`src/pkg/spc_cfg.svh`:
```
`ifndef SPC_CFG_SVH
`define SPC_CFG_SVH

// Register address of the power control register on the special-function bus
`define SPC_ADDR_POWER_CONTROL 8'h87
// Field positions inside the power control register
`define SPC_BIT_IDLE_SEL       0
`define SPC_BIT_STOP_SEL       1
`define SPC_BIT_UART1_STATSEL  3
`define SPC_BIT_UART1_BAUDX2   4
`define SPC_BIT_UART0_STATSEL  6
`define SPC_BIT_UART0_BAUDX2   7
// Reset value of the register
`define SPC_POWER_CONTROL_RST  8'h00
// Bits that hold storage (baud doublers and status view selects)
`define SPC_STORED_MASK        8'hD8
// Restart address after any reset
`define SPC_RESET_VECTOR       16'h0000
// Clock-loss timeout in microseconds and system clock rate
`define SPC_LOSS_TIMEOUT_US    100
`define SPC_CLK_MHZ            10
// Cycles of the always-on slow reference that make up the timeout
`define SPC_LOSS_TIMEOUT_CYC   (`SPC_LOSS_TIMEOUT_US * `SPC_CLK_MHZ)

`endif

```
`src/pkg/spc_pkg.sv`:
```
package spc_pkg;
	// Power states of the core
	typedef enum logic [2:0] {
		SPC_RUN  = 3'b001,
		SPC_IDLE = 3'b010,
		SPC_STOP = 3'b100
	} spc_state_t;
endpackage : spc_pkg

```
`src/logic/spc_power_ctrl.sv`:
```
`include "spc_cfg.svh"

module spc_power_ctrl (
	input  wire logic             i_clk_sys,      // System clock, 10 MHz
	input  wire logic             i_rstn,         // External reset, active low
	input  wire logic             i_ref_tick,     // Slow always-on reference tick
	input  wire logic             i_sfr_wr,       // Register write strobe
	input  wire logic             i_sfr_rd,       // Register read strobe
	input  wire logic [7:0]       i_sfr_addr,     // Register address
	input  wire logic [7:0]       i_sfr_wdata,    // Register write data
	input  wire logic             i_instr_done,   // Current instruction retires
	input  wire logic             i_irq_pending,  // Enabled interrupt pending
	input  wire logic             i_loss_det_en,  // Clock-loss detector enable
	output logic [7:0]            o_sfr_rdata,    // Register read data
	output logic                  o_cpu_clk_en,   // CPU clock enable
	output logic                  o_periph_clk_en,// Peripheral clock enable
	output logic                  o_osc_en,       // Internal oscillator enable
	output logic                  o_loss_rst,     // Internal clock-loss reset pulse
	output logic                  o_core_rstn,    // Core reset, active low
	output logic [15:0]           o_fetch_addr,   // Restart fetch address
	output spc_pkg::spc_state_t   o_state         // Present power state
);
	import spc_pkg::*;

	logic        rst_meta_reg;    // Reset synchroniser, first stage
	logic        rst_sync_reg;    // Reset synchroniser, second stage
	logic        rstn;            // Released reset used by the design
	logic [7:0]  ctrl_reg;        // Stored bits of power control
	logic        stop_req_reg;    // Stop requested, awaiting retirement
	logic        idle_req_reg;    // Idle requested, awaiting retirement
	spc_state_t  state_reg;       // Power state
	spc_state_t  state_next;      // Next power state
	logic [9:0]  loss_cnt_reg;    // Reference ticks seen while stopped
	logic        tick_m_reg;      // Reference tick sync, first stage
	logic        tick_s_reg;      // Reference tick sync, second stage
	logic        tick_d_reg;      // Delayed tick for edge detection
	logic        sel_hit;         // Access addresses the register
	logic        loss_fire;       // Timeout reached

	// Address hit decode shared by the write and read processes
	function automatic logic spc_hit(input logic [7:0] a);
		spc_hit = (a == `SPC_ADDR_POWER_CONTROL);
	endfunction : spc_hit

	assign sel_hit = spc_hit(i_sfr_addr);

	// Reset release through two flip-flops, merged with clock-loss reset
	always_ff @(posedge i_clk_sys or negedge i_rstn) begin
		if (!i_rstn) begin
			rst_meta_reg <= 1'b0;
			rst_sync_reg <= 1'b0;
		end else if (o_loss_rst) begin
			rst_meta_reg <= 1'b0;
			rst_sync_reg <= 1'b0;
		end else begin
			rst_meta_reg <= 1'b1;
			rst_sync_reg <= rst_meta_reg;
		end
	end
	assign rstn = rst_sync_reg;

	// Stored register bits; select bits are never stored
	always_ff @(posedge i_clk_sys or negedge rstn) begin
		if (!rstn) begin
			ctrl_reg <= `SPC_POWER_CONTROL_RST;
		end else if (i_sfr_wr && sel_hit) begin
			ctrl_reg <= i_sfr_wdata & `SPC_STORED_MASK;
		end
	end

	// Write-one triggers held until the writing instruction retires
	always_ff @(posedge i_clk_sys or negedge rstn) begin
		if (!rstn) begin
			stop_req_reg <= 1'b0;
			idle_req_reg <= 1'b0;
		end else if (i_sfr_wr && sel_hit) begin
			// Writing zero leaves a pending request alone
			stop_req_reg <= stop_req_reg | i_sfr_wdata[`SPC_BIT_STOP_SEL];
			idle_req_reg <= idle_req_reg | i_sfr_wdata[`SPC_BIT_IDLE_SEL];
		end else if (i_instr_done) begin
			stop_req_reg <= 1'b0;
			idle_req_reg <= 1'b0;
		end
	end

	// Next power state
	always_comb begin
		state_next = state_reg;
		case (state_reg)
			SPC_RUN: begin
				if (stop_req_reg && i_instr_done) begin
					state_next = SPC_STOP;
				end else if (idle_req_reg && i_instr_done) begin
					state_next = SPC_IDLE;
				end
			end
			SPC_IDLE: begin
				if (i_irq_pending) begin
					state_next = SPC_RUN;
				end
			end
			SPC_STOP: begin
				state_next = SPC_STOP;
			end
			default: begin
				state_next = SPC_RUN;
			end
		endcase
	end

	// State register; only reset leaves stop
	always_ff @(posedge i_clk_sys or negedge rstn) begin
		if (!rstn) begin
			state_reg <= SPC_RUN;
		end else begin
			state_reg <= state_next;
		end
	end

	// Clock enables and oscillator control
	always_ff @(posedge i_clk_sys or negedge rstn) begin
		if (!rstn) begin
			o_cpu_clk_en    <= 1'b1;
			o_periph_clk_en <= 1'b1;
			o_osc_en        <= 1'b1;
		end else begin
			o_cpu_clk_en    <= (state_next == SPC_RUN);
			o_osc_en        <= (state_next != SPC_STOP);
			o_periph_clk_en <= (state_next != SPC_STOP);
		end
	end

	// Reference tick synchroniser; that tick keeps running while stopped
	always_ff @(posedge i_clk_sys or negedge i_rstn) begin
		if (!i_rstn) begin
			tick_m_reg <= 1'b0;
			tick_s_reg <= 1'b0;
			tick_d_reg <= 1'b0;
		end else begin
			tick_m_reg <= i_ref_tick;
			tick_s_reg <= tick_m_reg;
			tick_d_reg <= tick_s_reg;
		end
	end

	assign loss_fire = (loss_cnt_reg == 10'(`SPC_LOSS_TIMEOUT_CYC - 1));

	// Clock-loss timeout counter, armed only in stop with detector on
	always_ff @(posedge i_clk_sys or negedge rstn) begin
		if (!rstn) begin
			loss_cnt_reg <= 10'h000;
		end else if (state_reg != SPC_STOP || !i_loss_det_en) begin
			loss_cnt_reg <= 10'h000;
		end else if (tick_s_reg && !tick_d_reg && !loss_fire) begin
			loss_cnt_reg <= loss_cnt_reg + 10'h001;
		end
	end

	// Internal reset pulse at timeout
	always_ff @(posedge i_clk_sys or negedge rstn) begin
		if (!rstn) begin
			o_loss_rst <= 1'b0;
		end else begin
			o_loss_rst <= loss_fire && (state_reg == SPC_STOP) && i_loss_det_en;
		end
	end

	// Core reset and restart vector
	always_ff @(posedge i_clk_sys or negedge rstn) begin
		if (!rstn) begin
			o_core_rstn  <= 1'b0;
			o_fetch_addr <= `SPC_RESET_VECTOR;
		end else begin
			o_core_rstn  <= 1'b1;
			o_fetch_addr <= `SPC_RESET_VECTOR;
		end
	end

	// Read data; select and reserved bits read zero
	always_ff @(posedge i_clk_sys or negedge rstn) begin
		if (!rstn) begin
			o_sfr_rdata <= 8'h00;
		end else if (i_sfr_rd && sel_hit) begin
			o_sfr_rdata <= ctrl_reg & `SPC_STORED_MASK;
		end else begin
			o_sfr_rdata <= 8'h00;
		end
	end

	// State output
	always_ff @(posedge i_clk_sys or negedge rstn) begin
		if (!rstn) begin
			o_state <= SPC_RUN;
		end else begin
			o_state <= state_next;
		end
	end

	a_stop_after_done: assert property (@(posedge i_clk_sys) disable iff (!rstn)
		(state_reg == SPC_RUN && stop_req_reg && i_instr_done) |=> (state_reg == SPC_STOP))
		else $error("Stop not entered after instruction retired");
	a_no_early_stop: assert property (@(posedge i_clk_sys) disable iff (!rstn)
		(state_reg == SPC_RUN && !i_instr_done) |=> (state_reg != SPC_STOP))
		else $error("Stop entered before instruction retired");
	a_stop_clocks_off: assert property (@(posedge i_clk_sys) disable iff (!rstn)
		(state_reg == SPC_STOP) |-> (!o_cpu_clk_en && !o_osc_en))
		else $error("CPU or oscillator running in stop");
	a_periph_gated: assert property (@(posedge i_clk_sys) disable iff (!rstn)
		(state_reg == SPC_STOP) |-> !o_periph_clk_en)
		else $error("Peripheral clock running in stop");
	a_stop_holds: assert property (@(posedge i_clk_sys) disable iff (!rstn)
		(state_reg == SPC_STOP) |=> (state_reg == SPC_STOP))
		else $error("Stop left without reset");
	a_restart_vector: assert property (@(posedge i_clk_sys) disable iff (!rstn)
		$rose(o_core_rstn) |-> (o_fetch_addr == 16'h0000))
		else $error("Restart address not zero");
	a_loss_reset: assert property (@(posedge i_clk_sys) disable iff (!rstn)
		(loss_fire && state_reg == SPC_STOP && i_loss_det_en) |=> o_loss_rst)
		else $error("Clock-loss reset missing at timeout");
	a_loss_quiet: assert property (@(posedge i_clk_sys) disable iff (!rstn)
		!i_loss_det_en |=> !o_loss_rst)
		else $error("Clock-loss reset while detector disabled");
	a_select_reads_zero: assert property (@(posedge i_clk_sys) disable iff (!rstn)
		(o_sfr_rdata[1:0] == 2'b00) && (o_sfr_rdata[5] == 1'b0) && (o_sfr_rdata[2] == 1'b0))
		else $error("Select or reserved bits read nonzero");

endmodule : spc_power_ctrl

```
`config.mk`:
```
export PLATFORM = sky130hd
export DESIGN_NAME = spc_power_ctrl
export DESIGN_NICKNAME = d
export VERILOG_FILES = /design/src/pkg/spc_pkg.sv /design/src/logic/spc_power_ctrl.sv
export VERILOG_INCLUDE_DIRS = /design/src /design/src/pkg
export SDC_FILE = /design/constraint.sdc
export NUM_CORES = 1
export LEC_CHECK = 0
export BUFFER_PORTS_ARGS = -buffer_cell sky130_fd_sc_hd__buf_2
export CAP_MARGIN = 40
export CELL_PAD_IN_SITES_DETAIL_PLACEMENT = 0
export CELL_PAD_IN_SITES_GLOBAL_PLACEMENT = 1
export CORE_ASPECT_RATIO = 0.8
export CORE_UTILIZATION = 36
export CTS_CLUSTER_DIAMETER = 150
export DETAILED_ROUTE_END_ITERATION = 10
export PLACE_DENSITY_LB_ADDON = 0.05
export RECOVER_POWER = 100
export SYNTH_ARGS = -nofsm -noshare
export SYNTH_HDL_FRONTEND = slang
export SYNTH_SLANG_ARGS = --single-unit
```
`constraint.sdc`:
```
create_clock -name i_clk_sys -period 0.9 [get_ports i_clk_sys]
set_input_delay 0.045 -clock i_clk_sys [delete_from_list [all_inputs] [get_ports i_clk_sys]]
set_output_delay 0.045 -clock i_clk_sys [all_outputs]
set_load 0.01 [all_outputs]
```
==> run metrics, run 1 <==
status complete, but fails checks; failing checks setup timing; Power Density 1420 nW/um^2; WL per Instance around 11 um; leakage power 1.022 nW; H-tree levels 2; Period minus WS final 1.384 ns; Min-Delay Path Class primary input to flip-flop; CP Cell Sequence ha_2 -> nand4b_1 -> o311ai_4 -> or3_1 -> a21oi_1; worst hold slack roughly 0.083 ns; Post-synth EDFFs 0; Seq/Total Area, Yosys about 54%; setup slack on the worst flop-to-flop path -0.48 ns; initial antenna violation count 0; Req. time, crit path roughly 1.1 ns; Mapped Area approximately 1500 sq um; crit-path max cell delay 0.39 ns; core area approximately 3900 sq um; launch instance of the worst register-to-register path loss_cnt_reg[1]; PortBufs 33; Initial DRC Count between 40 and 50; stages on the worst setup path 5; flops & latches, synth 32; worst-skew pair later-pin latency between 0.2 and 0.3 ns; synth cell count leaders 29 x dfrtp_1, 21 x buf_4, 13 x nor2_1; R2R Path End loss_cnt_reg[3]; Synth cell types 34; total congestion overflow 0; Clock Sinks 32; slew of the pin with the lowest slew margin between 0.6 and 0.7 ns; FILL cells 360; worst path buffer plus inverter count 0; max-cap violations 0; CTS clock-pin slew for the worst setup and hold paths 0.07 ns; CP endpoint kind flip-flop; Sum Neg Setup Slack -5.675 ns; top cells by area, synth dfrtp_1 49%, buf_4 11%, dfstp_2 5.3%, nor2_1 3.3%, mux2_2 3.0%; Area growth, synth to finish 41.72%; total number of vias 1119; max-slew violation count 0; CP startpoint loss_cnt_reg[1]; largest net degree at the start of global routing 28; clk_skew 0.005374 ns; IO Pins 56; kind of cell adding the most delay to the critical path simple AND/OR/NAND/NOR gates; Max Fclk 722.5 MHz; maximum VDD drop about 0.73 mV; DRT Pass-1 Iters 4; Async S/R FF share, synth 100.0%; die area between 4000 and 5000 sq um; final worst slack -0.4841 ns; ant diodes 0; Placed Instances about 240; Final #Nets 227; die width ~74 um; Most used DFF post-synth dfrtp_1; Syn Inst Count roughly 130; share of cells above drive strength 1 a little over two fifths; Fin. Hold Viols 0; Avg Inst Size Synth about 11 sq um; Initial Util about two fifths; Pwr Total ~3.0 mW; Final ANT Viol Nets 0; CTS tree yes; Rows 20; RSZ-0062 raised after global routing true; hpwl dp slightly above 2 mm; Ys Warns 0; routability cong. 0.7949; Non-Filler Instances roughly 260; first-pass GRT wire length approximately 4.9 mm; vias in the first global route roughly 1.1k; cts bufs inserted 5; Slowest-stage cell, CP dfrtp_1; top-count cell post-synth dfrtp_1; WHS Path Cells 3; relative slew slack 56.09%; die height 59.50 um; CTS root buffer clkbuf_8; Crit Path Class flip-flop to flip-flop; area leader, netlist dfrtp_1; Reg2Reg Depth 5; GRT Overall Usage roughly 16%; final setup fails 22; Worst EP arrival approximately 1.6 ns; crit start category flip-flop; clk buf depth 2; WL final slightly below 3 mm; Yosys top cell area share 48.78%; Max FO, Critical Path 5; DRC 0; Tcrit/Tclk final 153.8%; Critical Path Sink loss_cnt_reg[3]; Vias/cell 4.337; max FFs per register 10
## cell type report
cell class                 instances  area [sq um]  share of cell area (%)
clock buffer                       5         68.82                   3.264
clock inverter                     3         42.54                   2.018
inverter                           8         30.03                   1.424
multi-input combinational         92         634.4                   30.09
sequential                        32         807.0                   38.28
tap                               55         68.82                   3.264
timing repair buffer              63         456.7                   21.66
## worst min-delay path by stage
stage	from	slack (ns)	endpoint
final	i_sfr_rd	0.08	o_sfr_rdata[7]
after detailed placement	i_rstn	-0.13	rst_sync_reg
after floorplan	i_rstn	-0.25	rst_meta_reg
after CTS	i_sfr_rd	0.09	o_sfr_rdata[6]
after global placement	i_rstn	-0.13	rst_sync_reg
after global routing	i_sfr_rd	0.1	o_sfr_rdata[6]
## metal layers
layer  global-route usage, %  vias to the layer above  part of all wire, %  wire length [um]
met5                       0                        -                    0                 0
met4                   7.418                        0                  1.5                44
met3                   6.293                        6                  5.6               165
met2                   24.12                       42                   45              1316
met1                   20.17                      518                   48              1400
li1                        -                      553                    -                 -
## worst min-delay path, cell delays in order
cell	delay, ns
buf_2	0.10
nand3_1	0.14
nor2_1	0.06
## power breakdown
group	switching [mW]	internal, mW	total (mW)
clock network	0.542	0.818	1.36
logic	0.0828	0.0821	0.165
registers	0.0100	1.46	1.47
## cell families after synthesis
family                   after synthesis  synth area share [%]
XOR/XNOR                               6                 3.532
AND/OR/NAND/NOR                       45                 17.50
AO/OA/AOI/OAI                         15                 7.906
adder cells (fa/ha/maj)                1                0.8409
other                                  2                0.5048
buffers and inverters                 29                 12.62
multiplexers                           4                 3.028
flip-flops                            32                 54.08
## through the flow
step                util [%]  area, sq um  worst slack [ns]
floorplan                  -         1603           -0.4321
global placement       46.71         1812           -0.4573
detailed placement     46.71         1812           -0.5001
CTS                    53.45         2073           -0.4821
global route           54.35         2108           -0.5834
finish                 54.35         2108           -0.4841
## what timing repair did
action | 4_1_cts | 5_1_grt
hold buffers | 8 | 0
setup buffers | 2 | 4
hold endpoints to repair | 12 | 0
pin swaps | 18 | 9
endpoints found under the setup margin | 22 | 23
resized for setup | 10 | 6
## layout by cell type, fill, tap and decap left out, types with 2 or more instances in the layout
master / Yosys / final
a22o_1: 2 / 2
nand2_1: 5 / 3
dfstp_2: 3 / 3
buf_6: 0 / 10
nand3_2: 0 / 3
buf_2: 0 / 21
dfrtp_2: 0 / 2
buf_4: 21 / 15
o21ai_0: 5 / 5
xor2_1: 4 / 4
dlygate4sd3_1: 0 / 8
nand3_1: 5 / 2
xnor2_1: 2 / 2
nor2_1: 13 / 13
nor3_2: 0 / 2
clkbuf_2: 0 / 4
conb_1: 2 / 21
nand4_1: 2 / 2
or3_1: 3 / 3
clkbuf_4: 0 / 2
mux2_2: 4 / 4
and4bb_2: 2 / 2
nand4b_1: 3 / 3
clkbuf_1: 0 / 3
clkbuf_8: 0 / 5
a21oi_1: 2 / 2
dfrtp_1: 29 / 27
inv_1: 8 / 8
nand2_2: 0 / 2
No activity file was read; power rests on OpenSTA's default activity.
==> inputs of run 2 (changes only) <==
--- a/config.mk
+++ b/config.mk
@@ -16,6 +16,7 @@
 export DETAILED_ROUTE_END_ITERATION = 10
 export PLACE_DENSITY_LB_ADDON = 0.05
 export RECOVER_POWER = 100
+export SETUP_SLACK_MARGIN = 0.1
 export SYNTH_ARGS = -nofsm -noshare
 export SYNTH_HDL_FRONTEND = slang
 export SYNTH_SLANG_ARGS = --single-unit
==> run 2 against run 1 <==
Effect of this change: the flow still finishes with violations (setup timing); cell area is 0.53% higher; core utilization is 0.29 points higher; non-clock buffer count stayed put; maximum frequency is 1.6% lower; final cell count stayed put; critical path depth stayed put; first-iteration DRC count is 24% lower; worst hold slack worse by 0.068 ns; sequential power hardly changed; die area stayed put; clock skew is 0.0026 ns lower; largest cell class unchanged.
==> run metrics, run 2 (synthesis gave the netlist of run 1 again) <==
Sum Neg Setup Slack -5.947 ns (-0.2725 ns); final setup fails 22 (unchanged); Initial Util 38.35% (unchanged); cts bufs inserted 5 (unchanged); WL final 2.861 mm (-2.3%); Clock Sinks 32 (unchanged); Crit Path Class flip-flop to flip-flop; PortBufs 33 (unchanged); max-cap violations 0 (unchanged); Tcrit/Tclk final 156.3% (+2.5 points); Power Density 1307 nW/um^2 (-7.9%); Final #Nets 227 (unchanged); Vias/cell 4.244 (-2.1%); CTS clock-pin slew for the worst setup and hold paths 0.07 ns (about the same); status complete, but fails checks; failing checks setup timing; Placed Instances 234 (-0.85%); Initial DRC Count 32 (-24%); worst hold slack 0.01512 ns (-0.06812 ns); pre-CTS WS -0.5153 ns (-0.01519 ns); Max FO, Critical Path 5 (unchanged); Cell Area, Placed 1793 sq um (-1.0%); maximum VDD drop 0.8056 mV (+10%); crit start category flip-flop; die area 4395 sq um (unchanged); CTS tree yes; first-pass GRT wire length 4.795 mm (-3.1%); clk buf depth 2 (unchanged); largest net degree at the start of global routing 16 (-43%); commonest non-fill, non-tap cell in the layout dfrtp_1; max-slew violation count 0 (unchanged); die width 73.87 um (unchanged); Req. time, crit path 1.10 ns (about the same); max FFs per register 10 (unchanged); ant diodes 0 (unchanged); Worst EP arrival 1.61 ns (+0.02 ns); GRT Overall Usage 15.09% (-0.87 points); IO Pins 56 (unchanged); vias in the first global route 1027 (-4.9%); DRC 0 (unchanged); routability cong. 0.7935 (-0.18%); Max Fclk 710.8 MHz (-1.6%); WL per Instance 11.09 um (-2.3%); CTS root buffer clkbuf_8; H-tree levels 2 (unchanged); Period minus WS final 1.407 ns (+0.02283 ns); Area growth, synth to finish 42.47%; Final Cell Area 2120 sq um (+0.53%); total number of vias 1095 (-2.1%); hpwl dp 2.039 mm (+0.98%); initial antenna violation count 0 (unchanged); FILL cells 340 (-5.6%); Min-Delay Path Class primary input to flip-flop; share of cells above drive strength 1 43.84% (+0.49 points); worst-skew pair later-pin latency 0.27 ns (about the same); RSZ-0062 raised after global routing true; final worst slack -0.5069 ns (-0.02283 ns); CP endpoint kind flip-flop; die height 59.50 um (unchanged); Rows 20 (unchanged); total congestion overflow 0 (unchanged); core area 3879 sq um (unchanged); Fin. Hold Viols 0 (unchanged); DRT Pass-1 Iters 3 (-1); clk_skew 0.002788 ns (-0.002586 ns); Final ANT Viol Nets 0 (unchanged); Non-Filler Instances 258 (unchanged); leakage power 1.030 nW (+0.76%); most frequent cells in the layout 26 x dfrtp_1, 21 x conb_1, 21 x buf_2
## run 2: power breakdown
part | internal (mW) | switching [mW]
Clock | 0.621 | 0.515
Sequential | 1.46 | 0.0102
Combinational | 0.0827 | 0.0844
Total | 2.16 | 0.610
## run 2: worst paths after layout
path / start / to / slack [ns] / cells after the start
hold reg to reg: rst_sync_reg / loss_cnt_reg[9] / 0.24 / 1
max in group asynchronous: rst_sync_reg / o_cpu_clk_en / 0.31 / 1
setup / recovery: loss_cnt_reg[1] / loss_cnt_reg[3] / -0.51 / 5
setup reg to reg: loss_cnt_reg[1] / loss_cnt_reg[3] / -0.51 / 5
hold / removal: i_sfr_wdata[7] / ctrl_reg[7] / 0.02 / 2
min in group asynchronous: i_rstn / tick_m_reg / 0.16 / 2
## run 2: timing repair
| item | 4_1_cts | 5_1_grt |
|---|---|---|
| hold buffers | 7 | 0 |
| endpoints found under the setup margin | 28 | 28 |
| cloned | 0 | 0 |
| setup buffers | 8 | 1 |
| endpoints found under the hold margin | 11 | 0 |
| resized for setup | 12 | 9 |
| pin swaps | 17 | 13 |
## run 2: layer usage
metal	GRT usage (%)	vias up	share of wire, %
met4	6.593	0	1.4
li1	-	554	-
met2	22.28	44	44
met3	4.762	4	5.4
met5	0	-	0
met1	20.39	493	49
## run 2: cell type report
class	instances	area (sq um)	share of cell area, %
flip-flops and latches	32	808.3	38.13
multi-input cells	92	660.6	31.17
repair buffers	63	457.9	21.61
clock buffers	7	86.33	4.073
well taps	55	68.82	3.247
inverters	8	30.03	1.417
clock inverters	1	7.507	0.3542
## run 2: through the flow
step | utilization, % | total power, mW
4_1_cts | 53.61 | 2.808
3_3_place_gp | 46.23 | 1.620
3_5_place_dp | 46.23 | 1.624
2_1_floorplan | - | 1.628
5_1_grt | 54.65 | 2.892
6_report | 54.65 | 2.771
## run 2: critical path, stage by stage (launching register included)
cell      delay, ns
dfrtp_1        0.39
ha_2           0.19
nand4b_1       0.17
o311ai_4       0.13
or3_1          0.33
a21oi_1        0.12
==> inputs of run 3 (changes only) <==
--- a/config.mk
+++ b/config.mk
@@ -6,17 +6,17 @@
 export SDC_FILE = /design/constraint.sdc
 export NUM_CORES = 1
 export LEC_CHECK = 0
+export ABC_AREA = 1
 export BUFFER_PORTS_ARGS = -buffer_cell sky130_fd_sc_hd__buf_2
 export CAP_MARGIN = 40
 export CELL_PAD_IN_SITES_DETAIL_PLACEMENT = 0
 export CELL_PAD_IN_SITES_GLOBAL_PLACEMENT = 1
-export CORE_ASPECT_RATIO = 0.8
-export CORE_UTILIZATION = 36
+export CORE_ASPECT_RATIO = 0.9
+export CORE_UTILIZATION = 35
 export CTS_CLUSTER_DIAMETER = 150
 export DETAILED_ROUTE_END_ITERATION = 10
 export PLACE_DENSITY_LB_ADDON = 0.05
 export RECOVER_POWER = 100
-export SETUP_SLACK_MARGIN = 0.1
 export SYNTH_ARGS = -nofsm -noshare
 export SYNTH_HDL_FRONTEND = slang
 export SYNTH_SLANG_ARGS = --single-unit
==> run 3 against run 2 <==
Effect of this change: the flow still finishes with violations (setup timing); area after synthesis up 6.3%; final cell count grew 26%; worst setup slack worse by 0.011 ns; critical path type unchanged; synthesized cell count grew 43%; highest routed layer unchanged; critical path depth up 4; die area increased by 9.0%; largest power group unchanged.
==> run metrics, run 3 <==
Avg Inst Size Synth 8.237 sq um (-26%); cts bufs inserted 5 (unchanged); status complete, but fails checks; Max FO, Critical Path 3 (-2); routability cong. 0.7717 (-2.7%); area leader, netlist dfrtp_1; max FFs per register 10 (unchanged); Period minus WS final 1.418 ns (+0.01107 ns); max-slew violation count 0 (unchanged); synth cell count leaders 43 x nand2_1, 29 x dfrtp_1, 29 x inv_1; Max Fclk 705.2 MHz (-0.78%); Final ANT Viol Nets 0 (unchanged); core area 4212 sq um (+8.6%); clk buf depth 2 (unchanged); CP Cell Sequence ha_2 -> nand2_2 -> nor2_1 -> nand2_1 -> nor2_4 -> nor2_4 -> buf_12 -> nand4_1 -> nand2_1; final setup fails 22 (unchanged); Initial Util 37.55% (-0.80 points); commonest non-fill, non-tap cell in the layout nand2_1; initial antenna violation count 0 (unchanged); final worst slack -0.5180 ns (-0.01107 ns); WL per Instance 10.90 um (-1.7%); Crit Path Class flip-flop to flip-flop; Synth cell types 19 (-44%); Post-synth EDFFs 0 (unchanged); Most used DFF post-synth dfrtp_1; WL final 3.553 mm (+24%); CTS root buffer clkbuf_8; largest net degree at the start of global routing 28 (+12); Rows 22 (+10%); Sum Neg Setup Slack -6.952 ns (-1.005 ns); crit start category flip-flop; first-pass GRT wire length 6.196 mm (+29%); Req. time, crit path 1.11 ns (about the same); kind of cell adding the most delay to the critical path simple AND/OR/NAND/NOR gates; Slowest-stage cell, CP dfrtp_1; Initial DRC Count 45 (+41%); most frequent cells in the layout 41 x nand2_1, 29 x dfrtp_1, 25 x inv_1; failing checks setup timing; Fin. Hold Viols 0 (unchanged); FILL cells 404 (+19%); die area 4792 sq um (+9.0%); GRT Overall Usage 17.34% (+2.2 points); Min-Delay Path Class primary input to flip-flop; Final #Nets 290 (+28%); top cells by area, synth dfrtp_1 46%, nand2_1 10%, buf_4 10%, inv_1 6.9%, dfstp_2 5.0%; Tcrit/Tclk final 157.6% (+1.2 points); worst path buffer plus inverter count 1 (+1); maximum VDD drop 1.202 mV (+49%); Syn Inst Count 192 (+43%); total number of vias 1412 (+29%); clk_skew 0.008522 ns (+0.005734 ns); ant diodes 0 (unchanged); PortBufs 33 (unchanged); vias in the first global route 1451 (+41%); crit-path max cell delay 0.39 ns (about the same); IO Pins 56 (unchanged); DRT Pass-1 Iters 4 (+1); Pwr Total 3.199 mW (+15%); CTS clock-pin slew for the worst setup and hold paths 0.07 ns (about the same); worst hold slack 0.01172 ns (-0.003399 ns); switching component of the power 0.8109 mW (+33%); Ys Warns 0 (unchanged); Mapped Area 1582 sq um (+6.3%); Async S/R FF share, synth 100.0% (unchanged); CTS tree yes; total congestion overflow 0 (unchanged); logic gate share of total power 16.7% (+11 points); Worst EP arrival 1.63 ns (+0.02 ns); DRC 0 (unchanged); Clock Sinks 32 (unchanged); H-tree levels 2 (unchanged); hpwl dp 2.493 mm (+22%); Yosys top cell area share 45.89% (-2.9 points); leakage power 1.173 nW (+14%); die height 65.77 um (+11%); CP endpoint kind flip-flop; flops & latches, synth 32 (unchanged); Seq/Total Area, Yosys 50.87% (-3.2 points); die width 72.86 um (-1.4%); sequential group share of total power 48.4% (-4.6 points); pre-CTS WS -0.5124 ns (+0.002870 ns); RSZ-0062 raised after global routing true; max-cap violations 0 (unchanged); Sw Ratio 25.35% (+3.3 points); share of cells above drive strength 1 33.08% (-11 points); Power Density 1430 nW/um^2 (+9.4%); worst-skew pair later-pin latency 0.28 ns (about the same); clock network power share 35.0% (-6.0 points); top-count cell post-synth nand2_1; Vias/cell 4.331 (+2.1%); Power Internal 2.388 mW (+10%); Area growth, synth to finish 41.46%
run 3: cell types whose count changed in the layout (fill, tap and decap cells not counted), sizes merged, moves of 4 or more:
cell | previous run | this run
mux2 | 4 | 0
buf | 48 | 54
a21oi | 2 | 10
nand3 | 5 | 14
inv | 8 | 29
nand2 | 5 | 43
nor2 | 13 | 25
dlygate4sd3 | 7 | 3
run 3: cell families (layout without fill, tap and decap cells):
family	Yosys count	count (layout)	share of synthesized area [%]
DFF	32	32	50.87
other	2	21	0.4749
buffers and inverters	50	103	16.85
and+or+nand+nor	90	92	24.68
adders and majority gates	1	1	0.7910
xor gates and xnor gates	3	3	1.662
AOI/OAI and AO/OA	14	14	4.668
run 3: per-layer routing:
layer	global-route usage [%]	share of wire, %	vias up
li1	-	-	700
met1	19.67	44	672
met2	30.84	51	36
met3	4.878	3.9	4
met4	6.618	1.3	0
met5	0	0	-
run 3: final timing paths:
path,from,end,slack (ns),cells after the start
max,loss_cnt_reg[1],loss_cnt_reg[9],-0.52,9
min,i_sfr_wdata[1],stop_req_reg,0.01,3
max reg2reg,loss_cnt_reg[1],loss_cnt_reg[9],-0.52,9
min reg2reg,rst_sync_reg,loss_cnt_reg[5],0.30,1
max in group asynchronous,rst_sync_reg,o_osc_en,0.28,1
min in group asynchronous,i_rstn,rst_meta_reg,0.14,2
run 3: power groups by stage:
stage / clock network [mW] / registers, mW / logic (mW)
after floorplan: 0 / 1.58 / 0.229
after global placement: 0 / 1.56 / 0.333
after detailed placement: 0 / 1.56 / 0.347
after CTS: 1.18 / 1.55 / 0.489
after global routing: 1.23 / 1.55 / 0.581
final: 1.12 / 1.55 / 0.533
run 3: worst register-to-register path, stage by stage (launching register included):
cell and delay (ns):
dfrtp_1 0.39, ha_2 0.20, nand2_2 0.07, nor2_1 0.04, nand2_1 0.10, nor2_4 0.06, nor2_4 0.21, buf_12 0.14
nand4_1 0.08, nand2_1 0.08
run 3: stage by stage:
stage	cell area, sq um	cells	utilization, %
global route	2237	326	53.12
global placement	1943	308	46.14
floorplan	1660	211	-
detailed placement	1943	308	46.14
CTS	2215	325	52.58
finish	2237	326	53.12
run 3: layout make-up:
class | instances | area (sq um) | share of cell area [%]
Sequential cell | 32 | 804.5 | 35.96
Multi-Input combinational cell | 131 | 668.1 | 29.87
Timing Repair Buffer | 66 | 486.7 | 21.76
Inverter | 29 | 108.9 | 4.866
Clock buffer | 7 | 86.33 | 3.859
Tap cell | 60 | 75.07 | 3.356
Clock inverter | 1 | 7.507 | 0.3356
run 3: repair_timing:
item / in CTS / in global routing
hold buffers: 3 / 0
pin swaps: 3 / 17
endpoints found under the setup margin: 22 / 22
gates resized for setup: 22 / 13
hold endpoints to repair: 7 / 0
setup buffers: 4 / 3
cloned: 2 / 0
